==> config.mk <==
export PLATFORM = sky130hd
export DESIGN_NAME = watchdog_interval_timer
export DESIGN_NICKNAME = d
export VERILOG_FILES = /design/src/wdt_pkg.sv /design/src/watchdog_interval_timer.sv /design/src/wdt_prescaler.sv
export SDC_FILE = /design/constraint.sdc
export NUM_CORES = 1
export LEC_CHECK = 0
export BUFFER_PORTS_ARGS = -buffer_cell sky130_fd_sc_hd__buf_2
export CORE_MARGIN = 5
export CORE_UTILIZATION = 53
export DETAILED_ROUTE_END_ITERATION = 12
export MAX_ROUTING_LAYER = met4
export PLACE_DENSITY = 0.87
export SYNTH_ARGS = -nofsm -noshare
export SYNTH_HDL_FRONTEND = slang
export SYNTH_SLANG_ARGS = --single-unit
==> constraint.sdc <==
create_clock -name CLK -period 6.55 [get_ports CLK]
set_input_delay 1.31 -clock CLK [delete_from_list [all_inputs] [get_ports CLK]]
set_output_delay 1.31 -clock CLK [all_outputs]
set_load 0.03 [all_outputs]
==> src/wdt_pkg.sv <==
// Package: register map, field layout and timing of the supervisory timer
package wdt_pkg;
    localparam logic [15:0] ADDR_CS_WR = 16'hffa8;
    localparam logic [15:0] ADDR_CS_RD = 16'hffa8;
    localparam logic [15:0] ADDR_CNT_RD = 16'hffa9;
    localparam logic [15:0] ADDR_RC_WR = 16'hffaa;
    localparam logic [15:0] ADDR_RC_RD = 16'hffab;
    localparam logic [7:0] KEY_COUNTER = 8'h5a;
    localparam logic [7:0] KEY_CONTROL = 8'ha5;
    localparam logic [7:0] CS_RESET = 8'h18;
    localparam logic [7:0] CNT_RESET = 8'h00;
    localparam logic [7:0] RC_RESET = 8'h3f;
    localparam logic [7:0] CS_RSVD_MASK = 8'h18;
    localparam logic [7:0] RC_RSVD_MASK = 8'h3f;
    localparam int CS_OVF_BIT = 7;
    localparam int CS_MODE_BIT = 6;
    localparam int CS_RUN_BIT = 5;
    localparam int CS_CKS_LSB = 0;
    localparam int RC_WD_RESET_FLAG_BIT = 7;
    localparam int RC_RESET_OUT_ENABLE_BIT = 6;
    localparam int CHIP_RESET_STATES = 518;
    localparam int PIN_RESET_STATES = 132;
    localparam int PRESCALE_WIDTH = 12;
endpackage : wdt_pkg

==> src/watchdog_interval_timer.sv <==
// Supervisory timer: counter, control registers, reset and interrupt logic
// Operation
// - 8-bit readable writable counter advances on selected tap while running
// - Rollover from ff to 00 sets overflow flag
// - Counter zero on reset and held at zero while not running
// - Three select bits pick divide 2..4096 taps, code 0 at reset
// - Mode bit 6: 0 interval interrupt, 1 chip reset on overflow
// - Software clears overflow flag only by writing 0 after reading it as 1
// - Control bits 7..5 clear on reset and standby; 2..0 only on reset
// - Reset control bits 7..6 initialised only by external init pin
// - Watchdog reset flag set by watchdog overflow, cleared by pin or write
// - Output enable lets a watchdog reset drive reset output pin low, else pin released
// - Word write key 5a loads counter, key a5 loads control
// - Word write a5 00 to reset control clears watchdog reset flag
// - Word write key 5a to reset control copies output enable bit
// - Byte reads return control, counter, reset control at three addresses
// - Watchdog overflow resets chip; interval overflow raises interrupt
// - Internal reset held 518 cycles, output pin driven 132 cycles
// - Watchdog reset clears overflow flag but keeps watchdog reset flag
// - Counter write wins over a coincident count pulse
// - Simultaneous pin reset and watchdog reset act as pin reset
module watchdog_interval_timer #(
    parameter int CHIP_RESET_CYCLES = wdt_pkg::CHIP_RESET_STATES,
    parameter int PIN_RESET_CYCLES = wdt_pkg::PIN_RESET_STATES
) (
    // Clock and external init pin reset
    input wire logic CLK,
    input wire logic RSTN,
    // Standby entry
    input wire logic STANDBY,
    // CPU register port
    input wire logic [15:0] ADDR,
    input wire logic WR,
    input wire logic WORD,
    input wire logic [15:0] WDATA,
    input wire logic RD,
    output logic [7:0] RDATA,
    // Events
    output logic INTERVAL_IRQ,
    output logic CHIP_RESET_N,
    // Reset output pin, open drain
    output logic RESET_OUT_O,
    output logic RESET_OUT_OE
);
    logic [7:0] counter_reg;
    logic ovf_reg;
    logic mode_reg;
    logic run_reg;
    logic [2:0] cks_reg;
    logic wd_reset_flag_reg;
    logic reset_out_enable_reg;
    logic ovf_seen_reg;
    logic [9:0] chip_cnt_reg;
    logic [9:0] pin_cnt_reg;
    logic [7:0] rdata_next;
    logic tick;
    logic wr_word;
    logic wr_cnt;
    logic wr_cs;
    logic wr_rc_clr;
    logic wr_rc_oe;
    logic overflow;
    logic wd_fire;
    logic int_rst;
    logic rd_cs;
    logic [9:0] rst_len_reg;

    wdt_prescaler #(.WIDTH(wdt_pkg::PRESCALE_WIDTH)) u_prescaler (
        .clk(CLK),
        .rst_n(RSTN),
        .sel(cks_reg),
        .tick(tick)
    );

    assign wr_word = WR && WORD;
    // Key selects target, other keys dropped
    assign wr_cs = wr_word && ADDR == wdt_pkg::ADDR_CS_WR
        && WDATA[15:8] == wdt_pkg::KEY_CONTROL;
    assign wr_cnt = wr_word && ADDR == wdt_pkg::ADDR_CS_WR
        && WDATA[15:8] == wdt_pkg::KEY_COUNTER;
    assign wr_rc_clr = wr_word && ADDR == wdt_pkg::ADDR_RC_WR
        && WDATA[15:8] == wdt_pkg::KEY_CONTROL && WDATA[7:0] == 8'h00;
    assign wr_rc_oe = wr_word && ADDR == wdt_pkg::ADDR_RC_WR
        && WDATA[15:8] == wdt_pkg::KEY_COUNTER;
    assign rd_cs = RD && ADDR == wdt_pkg::ADDR_CS_RD;

    assign overflow = run_reg && tick && !wr_cnt && counter_reg == 8'hff;
    // Mode bit picks reset or interrupt
    // Watchdog fires, pin reset wins via RSTN priority
    assign wd_fire = overflow && mode_reg;
    assign int_rst = chip_cnt_reg != 10'h000;

    always_ff @(posedge CLK) begin
        if (!RSTN || int_rst || STANDBY) begin
            counter_reg <= wdt_pkg::CNT_RESET;
        end else if (wr_cnt) begin
            counter_reg <= WDATA[7:0];
        end else if (!run_reg) begin
            counter_reg <= wdt_pkg::CNT_RESET;
        end else if (tick) begin
            counter_reg <= counter_reg + 8'h01;
        end
    end

    // Upper bits clear in standby, cleared by internal reset
    always_ff @(posedge CLK) begin
        if (!RSTN || int_rst || STANDBY) begin
            mode_reg <= 1'b0;
            run_reg <= 1'b0;
        end else if (wr_cs) begin
            mode_reg <= WDATA[wdt_pkg::CS_MODE_BIT];
            run_reg <= WDATA[wdt_pkg::CS_RUN_BIT];
        end
    end

    // Set wins, clear needs prior read as one
    always_ff @(posedge CLK) begin
        if (!RSTN || int_rst || STANDBY) begin
            ovf_reg <= 1'b0;
            ovf_seen_reg <= 1'b0;
        end else if (overflow) begin
            ovf_reg <= 1'b1;
        end else begin
            if (rd_cs && ovf_reg) begin
                ovf_seen_reg <= 1'b1;
            end
            if (wr_cs && ovf_seen_reg && !WDATA[wdt_pkg::CS_OVF_BIT]) begin
                ovf_reg <= 1'b0;
                ovf_seen_reg <= 1'b0;
            end
        end
    end

    always_ff @(posedge CLK) begin
        if (!RSTN || int_rst) begin
            cks_reg <= 3'h0;
        end else if (wr_cs) begin
            cks_reg <= WDATA[wdt_pkg::CS_CKS_LSB +: 3];
        end
    end

    // Only the pin reset initialises these; set wins over clear
    always_ff @(posedge CLK) begin
        if (!RSTN) begin
            wd_reset_flag_reg <= 1'b0;
            reset_out_enable_reg <= 1'b0;
        end else begin
            if (wd_fire) begin
                wd_reset_flag_reg <= 1'b1;
            end else if (wr_rc_clr) begin
                wd_reset_flag_reg <= 1'b0;
            end
            if (wr_rc_oe) begin
                reset_out_enable_reg <= WDATA[wdt_pkg::RC_RESET_OUT_ENABLE_BIT];
            end
        end
    end

    always_ff @(posedge CLK) begin
        if (!RSTN) begin
            chip_cnt_reg <= 10'h000;
            pin_cnt_reg <= 10'h000;
        end else if (wd_fire) begin
            chip_cnt_reg <= 10'(CHIP_RESET_CYCLES);
            pin_cnt_reg <= reset_out_enable_reg ? 10'(PIN_RESET_CYCLES) : 10'h000;
        end else begin
            if (chip_cnt_reg != 10'h000) begin
                chip_cnt_reg <= chip_cnt_reg - 10'h001;
            end
            if (pin_cnt_reg != 10'h000) begin
                pin_cnt_reg <= pin_cnt_reg - 10'h001;
            end
        end
    end

    // Read mux, reserved bits as ones
    always_comb begin
        unique case (ADDR)
            wdt_pkg::ADDR_CS_RD: rdata_next = {ovf_reg, mode_reg, run_reg,
                2'b11, cks_reg} | wdt_pkg::CS_RSVD_MASK;
            wdt_pkg::ADDR_CNT_RD: rdata_next = counter_reg;
            wdt_pkg::ADDR_RC_RD: rdata_next = {wd_reset_flag_reg, reset_out_enable_reg, 6'h00}
                | wdt_pkg::RC_RSVD_MASK;
            default: rdata_next = 8'h00;
        endcase
    end

    always_ff @(posedge CLK) begin
        if (!RSTN) begin
            RDATA <= 8'h00;
        end else if (RD) begin
            RDATA <= rdata_next;
        end
    end

    // Interval request follows the flag in interval mode
    assign INTERVAL_IRQ = ovf_reg && !mode_reg;
    assign CHIP_RESET_N = !int_rst;
    // Open-drain low while enabled pulse runs
    assign RESET_OUT_O = 1'b0;
    assign RESET_OUT_OE = pin_cnt_reg != 10'h000;

    property p_ovf_set;
        @(posedge CLK) disable iff (!RSTN)
        overflow && !int_rst && !STANDBY |=> ovf_reg;
    endproperty
    a_ovf_set: assert property (p_ovf_set) else $error("flag not set");

    property p_halt;
        @(posedge CLK) disable iff (!RSTN)
        !run_reg && !wr_cnt |=> counter_reg == 8'h00;
    endproperty
    a_halt: assert property (p_halt) else $error("counter not halted");

    property p_write_wins;
        @(posedge CLK) disable iff (!RSTN)
        wr_cnt && !int_rst && !STANDBY |=> counter_reg == $past(WDATA[7:0]);
    endproperty
    a_write_wins: assert property (p_write_wins) else $error("write lost");

    property p_wd_reset;
        @(posedge CLK) disable iff (!RSTN)
        wd_fire |=> !CHIP_RESET_N && wd_reset_flag_reg ##1 !ovf_reg;
    endproperty
    a_wd_reset: assert property (p_wd_reset) else $error("no chip reset");

    // Cycles spent in the internal reset, for the length check
    always_ff @(posedge CLK) begin
        if (!RSTN || !int_rst) begin
            rst_len_reg <= 10'h000;
        end else begin
            rst_len_reg <= rst_len_reg + 10'h001;
        end
    end

    property p_chip_len;
        @(posedge CLK) disable iff (!RSTN)
        $fell(int_rst) |-> rst_len_reg == 10'(CHIP_RESET_CYCLES);
    endproperty
    a_chip_len: assert property (p_chip_len) else $error("reset length");

    property p_pin_len;
        @(posedge CLK) disable iff (!RSTN)
        wd_fire && reset_out_enable_reg |=>
            RESET_OUT_OE ##131 RESET_OUT_OE ##1 !RESET_OUT_OE;
    endproperty
    a_pin_len: assert property (p_pin_len) else $error("pin length");

    property p_byte_ignored;
        @(posedge CLK) disable iff (!RSTN)
        WR && !WORD && !overflow && !int_rst && !STANDBY |=>
            $stable(mode_reg) && $stable(run_reg);
    endproperty
    a_byte_ignored: assert property (p_byte_ignored) else $error("byte wr");

    property p_wd_reset_flag_clr;
        @(posedge CLK) disable iff (!RSTN)
        wr_rc_clr && !wd_fire |=> !wd_reset_flag_reg;
    endproperty
    a_wd_reset_flag_clr: assert property (p_wd_reset_flag_clr) else $error("flag kept");

    property p_irq;
        @(posedge CLK) disable iff (!RSTN)
        overflow && !mode_reg && !STANDBY && !int_rst |=> INTERVAL_IRQ;
    endproperty
    a_irq: assert property (p_irq) else $error("no interval irq");

    property p_cs_write;
        @(posedge CLK) disable iff (!RSTN)
        wr_cs && !int_rst && !STANDBY |=>
            mode_reg == $past(WDATA[wdt_pkg::CS_MODE_BIT])
            && run_reg == $past(WDATA[wdt_pkg::CS_RUN_BIT]);
    endproperty
    a_cs_write: assert property (p_cs_write) else $error("cs write");

    property p_cks_write;
        @(posedge CLK) disable iff (!RSTN)
        wr_cs && !int_rst |=>
            cks_reg == $past(WDATA[wdt_pkg::CS_CKS_LSB +: 3]);
    endproperty
    a_cks_write: assert property (p_cks_write) else $error("cks write");

    property p_oe_copy;
        @(posedge CLK) disable iff (!RSTN)
        wr_rc_oe |=>
            reset_out_enable_reg == $past(WDATA[wdt_pkg::RC_RESET_OUT_ENABLE_BIT]);
    endproperty
    a_oe_copy: assert property (p_oe_copy) else $error("oe copy");

    property p_bad_key;
        @(posedge CLK) disable iff (!RSTN)
        wr_word && WDATA[15:8] != wdt_pkg::KEY_COUNTER
            && WDATA[15:8] != wdt_pkg::KEY_CONTROL
            && !overflow && !int_rst && !STANDBY |=>
            $stable(mode_reg) && $stable(run_reg) && $stable(cks_reg)
            && $stable(reset_out_enable_reg) && $stable(wd_reset_flag_reg) && $stable(ovf_reg);
    endproperty
    a_bad_key: assert property (p_bad_key) else $error("bad key");

    property p_stby;
        @(posedge CLK) disable iff (!RSTN)
        STANDBY && !wr_cs && !int_rst |=> !mode_reg && !run_reg
            && !ovf_reg && counter_reg == 8'h00 && $stable(cks_reg);
    endproperty
    a_stby: assert property (p_stby) else $error("standby clear");

    property p_rd_cs_rsvd;
        @(posedge CLK) disable iff (!RSTN)
        RD && ADDR == wdt_pkg::ADDR_CS_RD |=>
            (RDATA & wdt_pkg::CS_RSVD_MASK) == wdt_pkg::CS_RSVD_MASK;
    endproperty
    a_rd_cs_rsvd: assert property (p_rd_cs_rsvd) else $error("cs rsvd");

    property p_rd_rc_rsvd;
        @(posedge CLK) disable iff (!RSTN)
        RD && ADDR == wdt_pkg::ADDR_RC_RD |=>
            (RDATA & wdt_pkg::RC_RSVD_MASK) == wdt_pkg::RC_RSVD_MASK;
    endproperty
    a_rd_rc_rsvd: assert property (p_rd_rc_rsvd) else $error("rc rsvd");

    property p_rd_cnt;
        @(posedge CLK) disable iff (!RSTN)
        RD && ADDR == wdt_pkg::ADDR_CNT_RD |=> RDATA == $past(counter_reg);
    endproperty
    a_rd_cnt: assert property (p_rd_cnt) else $error("cnt read");

    property p_pin_init;
        @(posedge CLK)
        !RSTN |=> !wd_reset_flag_reg && !reset_out_enable_reg;
    endproperty
    a_pin_init: assert property (p_pin_init) else $error("pin init");

    property p_pin_wins;
        @(posedge CLK)
        !RSTN |=> CHIP_RESET_N && !RESET_OUT_OE;
    endproperty
    a_pin_wins: assert property (p_pin_wins) else $error("pin wins");

    c_wd: cover property (@(posedge CLK) disable iff (!RSTN) wd_fire);
    c_irq: cover property (@(posedge CLK) disable iff (!RSTN)
        overflow && !mode_reg);
    c_pin: cover property (@(posedge CLK) disable iff (!RSTN) RESET_OUT_OE);
    c_stby: cover property (@(posedge CLK) disable iff (!RSTN) STANDBY);
    c_ovf_clr: cover property (@(posedge CLK) disable iff (!RSTN)
        $fell(ovf_reg) && !int_rst);
endmodule : watchdog_interval_timer

==> src/wdt_prescaler.sv <==
// Prescaler: free-running divider giving one-cycle taps of the clock
module wdt_prescaler #(
    parameter int WIDTH = wdt_pkg::PRESCALE_WIDTH
) (
    // Clock and reset
    input wire logic clk,
    input wire logic rst_n,
    // Tap select and enable pulse
    input wire logic [2:0] sel,
    output logic tick
);
    logic [WIDTH-1:0] div_reg;
    logic [WIDTH-1:0] div_next;

    function automatic int tap_of(input logic [2:0] s);
        case (s)
            3'h0: tap_of = 1;
            3'h1: tap_of = 5;
            3'h2: tap_of = 6;
            3'h3: tap_of = 7;
            3'h4: tap_of = 8;
            3'h5: tap_of = 9;
            3'h6: tap_of = 11;
            default: tap_of = 12;
        endcase
    endfunction : tap_of

    assign div_next = div_reg + {{(WIDTH-1){1'b0}}, 1'b1};

    always_ff @(posedge clk) begin
        if (!rst_n) begin
            div_reg <= '0;
        end else begin
            div_reg <= div_next;
        end
    end

    // Pulse when the low bits wrap: one per 2^tap cycles
    always_comb begin
        tick = 1'b1;
        for (int i = 0; i < WIDTH; i++) begin
            if (i < tap_of(sel) && div_reg[i] == 1'b0) begin
                tick = 1'b0;
            end
        end
    end
endmodule : wdt_prescaler
==> results of run 1 <==
through the flow:
| stage | hold WS [ns] | utilization [%] | total power (W) | worst slack, ns |
|---|---|---|---|---|
| global placement | 0.459 | 59.4 | 0.000758 | 2.79 |
| CTS | 0.486 | 63.4 | 0.00114 | 2.95 |
| finish | 0.481 | 63.4 | 0.00114 | 2.96 |
| detailed placement | 0.468 | 59.4 | 0.000773 | 2.73 |
| global route | 0.503 | 63.4 | 0.00121 | 2.73 |
| floorplan | 0.437 | - | 0.000702 | 3.67 |
metal layers:
| layer | up-vias | GRT usage (%) |
|---|---|---|
| met4 | 0 | 5.47 |
| met3 | 11 | 6.41 |
| li1 | 1360 | - |
| met5 | - | - |
| met1 | 1280 | 26.5 |
| met2 | 58 | 31.8 |
kinds of logic after synthesis:
group           count (synthesis)  share of synthesized area (%)
buf+inv                        28                           3.73
fa+ha+maj                       4                           1.68
other cells                     1                          0.126
compound gates                 50                           12.1
flops                          57                           38.2
mux                            11                           3.69
xor+xnor                       29                           8.50
simple gates                  181                           32.0
cells in the final DEF, fill, tap and decap left out, types with 3 or more instances in the layout:
cell and count:
nand2_1 35, nand4_1 6, nor3_1 8, o211ai_1 3, nor2b_1 9, a211oi_1 4
xnor2_1 14, a21oi_1 3, or3_1 3, inv_1 16, nor4_1 5, mux2i_1 11
nor2_1 39, and2_1 8, o21ai_0 13, nand2b_1 12, nand3_1 28, xor2_1 15
dfxtp_1 57, buf_2 48, nand3b_1 4, clkbuf_8 10, and3_1 6, ha_1 4
a21boi_0 11
report_power, final:
group / total, W / switching (W) / internal [W]
clock network: 0.000368 / 0.000144 / 0.000224
registers: 0.000437 / 0.0000428 / 0.000394
logic: 0.000331 / 0.000191 / 0.000141
path summary, 6_finish.rpt:
path | from | to | depth (start not counted)
setup / recovery | pin_cnt_reg[2] | RESET_OUT_OE | 4
hold / removal | RDATA[3] | RDATA[3] | 2
setup reg to reg | chip_cnt_reg[0] | counter_reg[6] | 9
hold reg to reg | RDATA[3] | RDATA[3] | 2
critical path: stages, from the launching register on:
cell	delay [ns]
dfxtp_1	0.34
or4_1	0.60
nor4_1	0.28
nand3b_1	0.40
buf_2	0.32
synth_stat cells, types with 6 or more instances:
library cell / instances
clkbuf_1: 9
inv_1: 16
nor3_1: 8
nand3_1: 28
nand4_1: 6
and2_1: 8
nand2b_1: 12
dfxtp_1: 57
nor2_1: 39
o21ai_0: 13
nor4_1: 6
xnor2_1: 14
xor2_1: 15
a21boi_0: 11
mux2i_1: 11
and3_1: 6
nand2_1: 35
nor2b_1: 9
cell type report:
cell class              instances  area (µm²)  share of cell area [%]
clock buffers                  11         141                    4.05
clock inverters                 5        78.8                    2.26
inverters                      16        60.1                    1.72
multi-input cells             276        1740                    49.8
flip-flops and latches         57        1140                    32.7
well taps                      72        90.1                    2.58
repair buffers                 48         240                    6.88
==> flow_summary.yaml, run 1 <==
timing:
  tns_ns: 0
  fmax_mhz: 279
  skew_ns: 0.00815
  hold_violations: 0
  slew_violations: 0
  fin_crit_ns: 3.59
  relSlewSlack_pct: 27.7
  period_share_pct: 54.8
  rsz0062_at_grt: "no"
  setup_violations: 0
  max_slew.worst_pin.slew_ns: 1.07
placement:
  gp_routability_congestion: 0.969
  placed_area_um2: 3270
  dpl.cell_count: 469
  portBuffers: 48
  dp_hpwl_mm: 5.14
worst_setup_path:
  startpoint_type: "flop"
  path_class: "reg -> out"
  rrSetupSlack_ns: 3.87
  cp.required_ns: 5.24
  worstPathMaxFanout: 12
  cp.arrival_ns: 2.28
  cp-end-kind: "primary output"
routing:
  first_pass_iters: 4
  wl_met2_mm: 3.22
  dr_wl_met3_um: 350
  via_count: 2709
  met1_length_mm: 3.27
  via_per_inst: 5.59
  drt_iter0_drc: 140
  wire_per_inst_um: 14.3
  routed_wl_mm: 6.94
  ant_nets: 0
  post-route-drc-count: 0
  top_layer: "met4"
cts:
  cts_tree: "done"
  cts_setup_buffers: 0
  cts_made_buffers: 9
  clockBufferDepth: 2
  cts-resized-gates: 0
  root_buffer: "clkbuf_8"
  cts_sinks: 57
  htree_levels: 3
  clock_latency_ns: 0.34
  hold_buffers: 0
  path_clk_slew_ns: 0.07
final_layout:
  diodes: 0
  stdcell_count: 485
  largest_reg_flops: 12
  drive_above_1_share_pct: 16.7
  fin_area_um2: 3490
  fill_cells: 472
  syn2layout_area_growth_pct: 16.9
  fin_nets: 450
global_routing:
  overflow: 0
  grt_pass1_wl_mm: 11.8
  antenna_found_initial: 0
  grt_max_degree: 32
  first_global_vias: 2609
  grtUsageTotal_pct: 20.7
floorplanning:
  core_um2: 5510
  io_pins: 50
  die_h_um: 85.1
  dieArea_um2: 7240
  die_w_um: 85.1
  rows: 27
  start_util_pct: 54.2
synthesis:
  syn_area_um2: 2990
  synth_area_leaders: "dfxtp_1 38%, nor2_1 4.9%, nand3_1 4.7%"
  ys_seq_area_share_pct: 38.2
  synthesis.nets: 403
  synth.ff_latch_count: 57
  synth_top_area_cell: "dfxtp_1"
  synth_edf_count: 0
  async_reset_ff_share_pct: 0
  synth_cell_types: 53
  yosys_warnings: 0
  synth_area_per_cell_um2: 8.27
  synth_top_flop_cell: "dfxtp_1"
  netlist.area_leader.share_pct: 38.2
  syn_inst: 361
flow_run:
  maxCapViolCount: 0
pwr:
  p_per_area_nw_per_um2: 325
  max-vdd-ir-drop_uv: 171
  power_leakage_nw: 1.39
worst_hold_path:
  hold_class: "reg -> reg"
outcome:
  outcome: "finished clean"
(Power assumes the default switching activity.)
==> run 2, diff against run 1 <==
==> constraint.sdc (replaced) <==
create_clock -name CLK -period 3.8 [get_ports CLK]
set_input_delay 0.76 -clock CLK [delete_from_list [all_inputs] [get_ports CLK]]
set_output_delay 0.76 -clock CLK [all_outputs]
set_load 0.03 [all_outputs]
==> run 2 against run 1 <==
Net effect:
- setup slack worse by 2.2 ns
- combinational power is 82% higher
- final area grew 0.97%
- clock power is 90% higher
- via count rose by 0.48%
- clock-buffer cell count did not move
- sequential power is 73% higher
- worst hold slack lost 0.0050 ns
- clock skew about the same
- sequential cell count unchanged
- power up 81%
- first-iteration DRC count up 19%
- critical endpoint unchanged
- largest power group unchanged
==> flow_summary.yaml, run 2 (synthesis gave the netlist of run 1 again) <==
routing:
  via_count: 2722
  post-route-drc-count: 0
  wire_per_inst_um: 15.1
  first_pass_iters: 4
  drt_iter0_drc: 166
  via_per_inst: 5.59
  routed_wl_mm: 7.36
  ant_nets: 0
timing:
  slew_violations: 0
  max_slew.worst_pin.slew_ns: 0.561
  fmax_mhz: 328
  fin_crit_ns: 3.05
  tns_ns: 0
  hold_violations: 0
  period_share_pct: 80.1
  fin_ws_ns: 0.755
  relSlewSlack_pct: 62.4
  rsz0062_at_grt: "no"
  hold_slack_ns: 0.476
  skew_ns: 0.00806
  setup_violations: 0
cts:
  cts_setup_buffers: 0
  cts_tree: "done"
  cts_sinks: 57
  clock_latency_ns: 0.34
  path_clk_slew_ns: 0.07
  clockBufferDepth: 2
  htree_levels: 3
  hold_buffers: 0
  root_buffer: "clkbuf_8"
  cts-resized-gates: 0
  cts_made_buffers: 9
pwr:
  sequentialPowerShare_pct: 36.8
  power_leakage_nw: 1.41
  p_sw_share_pct: 33.1
  p_clk_share_pct: 33.9
  switching_power_w: 0.000681
  p_per_area_nw_per_um2: 583
  max-vdd-ir-drop_uv: 351
  power.internal_w: 0.00138
  pwr-share-comb_pct: 29.3
worst_setup_path:
  cp.required_ns: 3.04
  path_cells: "or4_1, nor4_1, nand3b_1, buf_2"
  path_class: "reg -> out"
  worstPathMaxFanout: 12
  startpoint_type: "flop"
  cp_slowest_cell: "or4_1"
  cp-end-kind: "primary output"
  cp.arrival_ns: 2.29
  cp_slowest_stage_delay_ns: 0.59
placement:
  dp_hpwl_mm: 5.32
  gp_routability_congestion: 0.950
  dpl.cell_count: 470
  place_ws_ns: 1.08
  portBuffers: 48
final_layout:
  final_common_cell: "dfxtp_1"
  largest_reg_flops: 12
  fin_nets: 451
  final_cell_mix: "57 x dfxtp_1, 48 x buf_2, 39 x nor2_1, 35 x nand2_1, 28 x nand3_1"
  fill_cells: 452
  stdcell_count: 487
  drive_above_1_share_pct: 16.9
  syn2layout_area_growth_pct: 18.1
global_routing:
  overflow: 0
  grt_pass1_wl_mm: 12.4
  first_global_vias: 2731
  grtUsageTotal_pct: 21.9
  antenna_found_initial: 1
  grt_max_degree: 32
worst_hold_path:
  hold_class: "reg -> reg"
floorplanning:
  start_util_pct: 54.2
  die_w_um: 85.1
  core_um2: 5510
  die_h_um: 85.1
  io_pins: 50
  dieArea_um2: 7240
  rows: 27
flow_run:
  maxCapViolCount: 0
outcome:
  outcome: "finished clean"
[run 2: changes by cell type in the layout (fill, tap and decap cells not counted), sizes merged]
cell,previous run,this run
clkinv,3,1
clkinvlp,0,1
buf,48,49
bufinv,2,3
diode,0,1
[run 2: cell type report]
| cell class | count | area (µm²) | share of cell area, % |
|---|---|---|---|
| Tap cell | 72 | 90.1 | 2.56 |
| Clock inverter | 5 | 103 | 2.91 |
| Timing Repair Buffer | 49 | 248 | 7.03 |
| Inverter | 16 | 60.1 | 1.70 |
| Multi-Input combinational cell | 276 | 1740 | 49.4 |
| Antenna cell | 1 | 2.50 | 0.0710 |
| Clock buffer | 11 | 141 | 4.01 |
| Sequential cell | 57 | 1140 | 32.4 |
[run 2: path summary, 6_finish.rpt]
| kind | cells after the start | slack (ns) | to | start |
|---|---|---|---|---|
| max reg2reg | 9 | 0.98 | counter_reg[6] | chip_cnt_reg[0] |
| max | 4 | 0.75 | RESET_OUT_OE | pin_cnt_reg[2] |
| min | 2 | 0.48 | RDATA[6] | RDATA[6] |
| min reg2reg | 2 | 0.48 | RDATA[6] | RDATA[6] |
[run 2: routing by layer]
layer  vias up  track usage (%)  share of wire, %  wire length (µm)
met2        71             34.3                47              3490
met1      1274             26.3                45              3310
met5         -                -                 0                 0
met4         0             9.06               2.3               167
li1       1357                -                 -                 -
met3        20             6.31               5.2               381
[run 2: critical path, delay by kind of cell (launching register included)]
family                 cells  cell delay, ns
buffers and inverters      1            0.32
flip-flops                 1            0.34
AND/OR/NAND/NOR            3            1.29
[run 2: stage by stage]
stage | total power, W | util (%) | area, µm²
3_5_place_dp | 0.00134 | 59.6 | 3280
4_1_cts | 0.00205 | 64.0 | 3520
5_1_grt | 0.00218 | 64.0 | 3530
6_report | 0.00206 | 64.0 | 3530
3_3_place_gp | 0.00131 | 59.6 | 3280
2_1_floorplan | 0.00121 | - | 2990
[run 2: power groups by stage]
stage | registers [W] | logic (W) | clock network (W)
final | 0.000756 | 0.000602 | 0.000698
after global routing | 0.000767 | 0.000674 | 0.000735
after CTS | 0.000753 | 0.000598 | 0.000700
after detailed placement | 0.000763 | 0.000576 | 0
after global placement | 0.000759 | 0.000547 | 0
after floorplan | 0.000747 | 0.000463 | 0
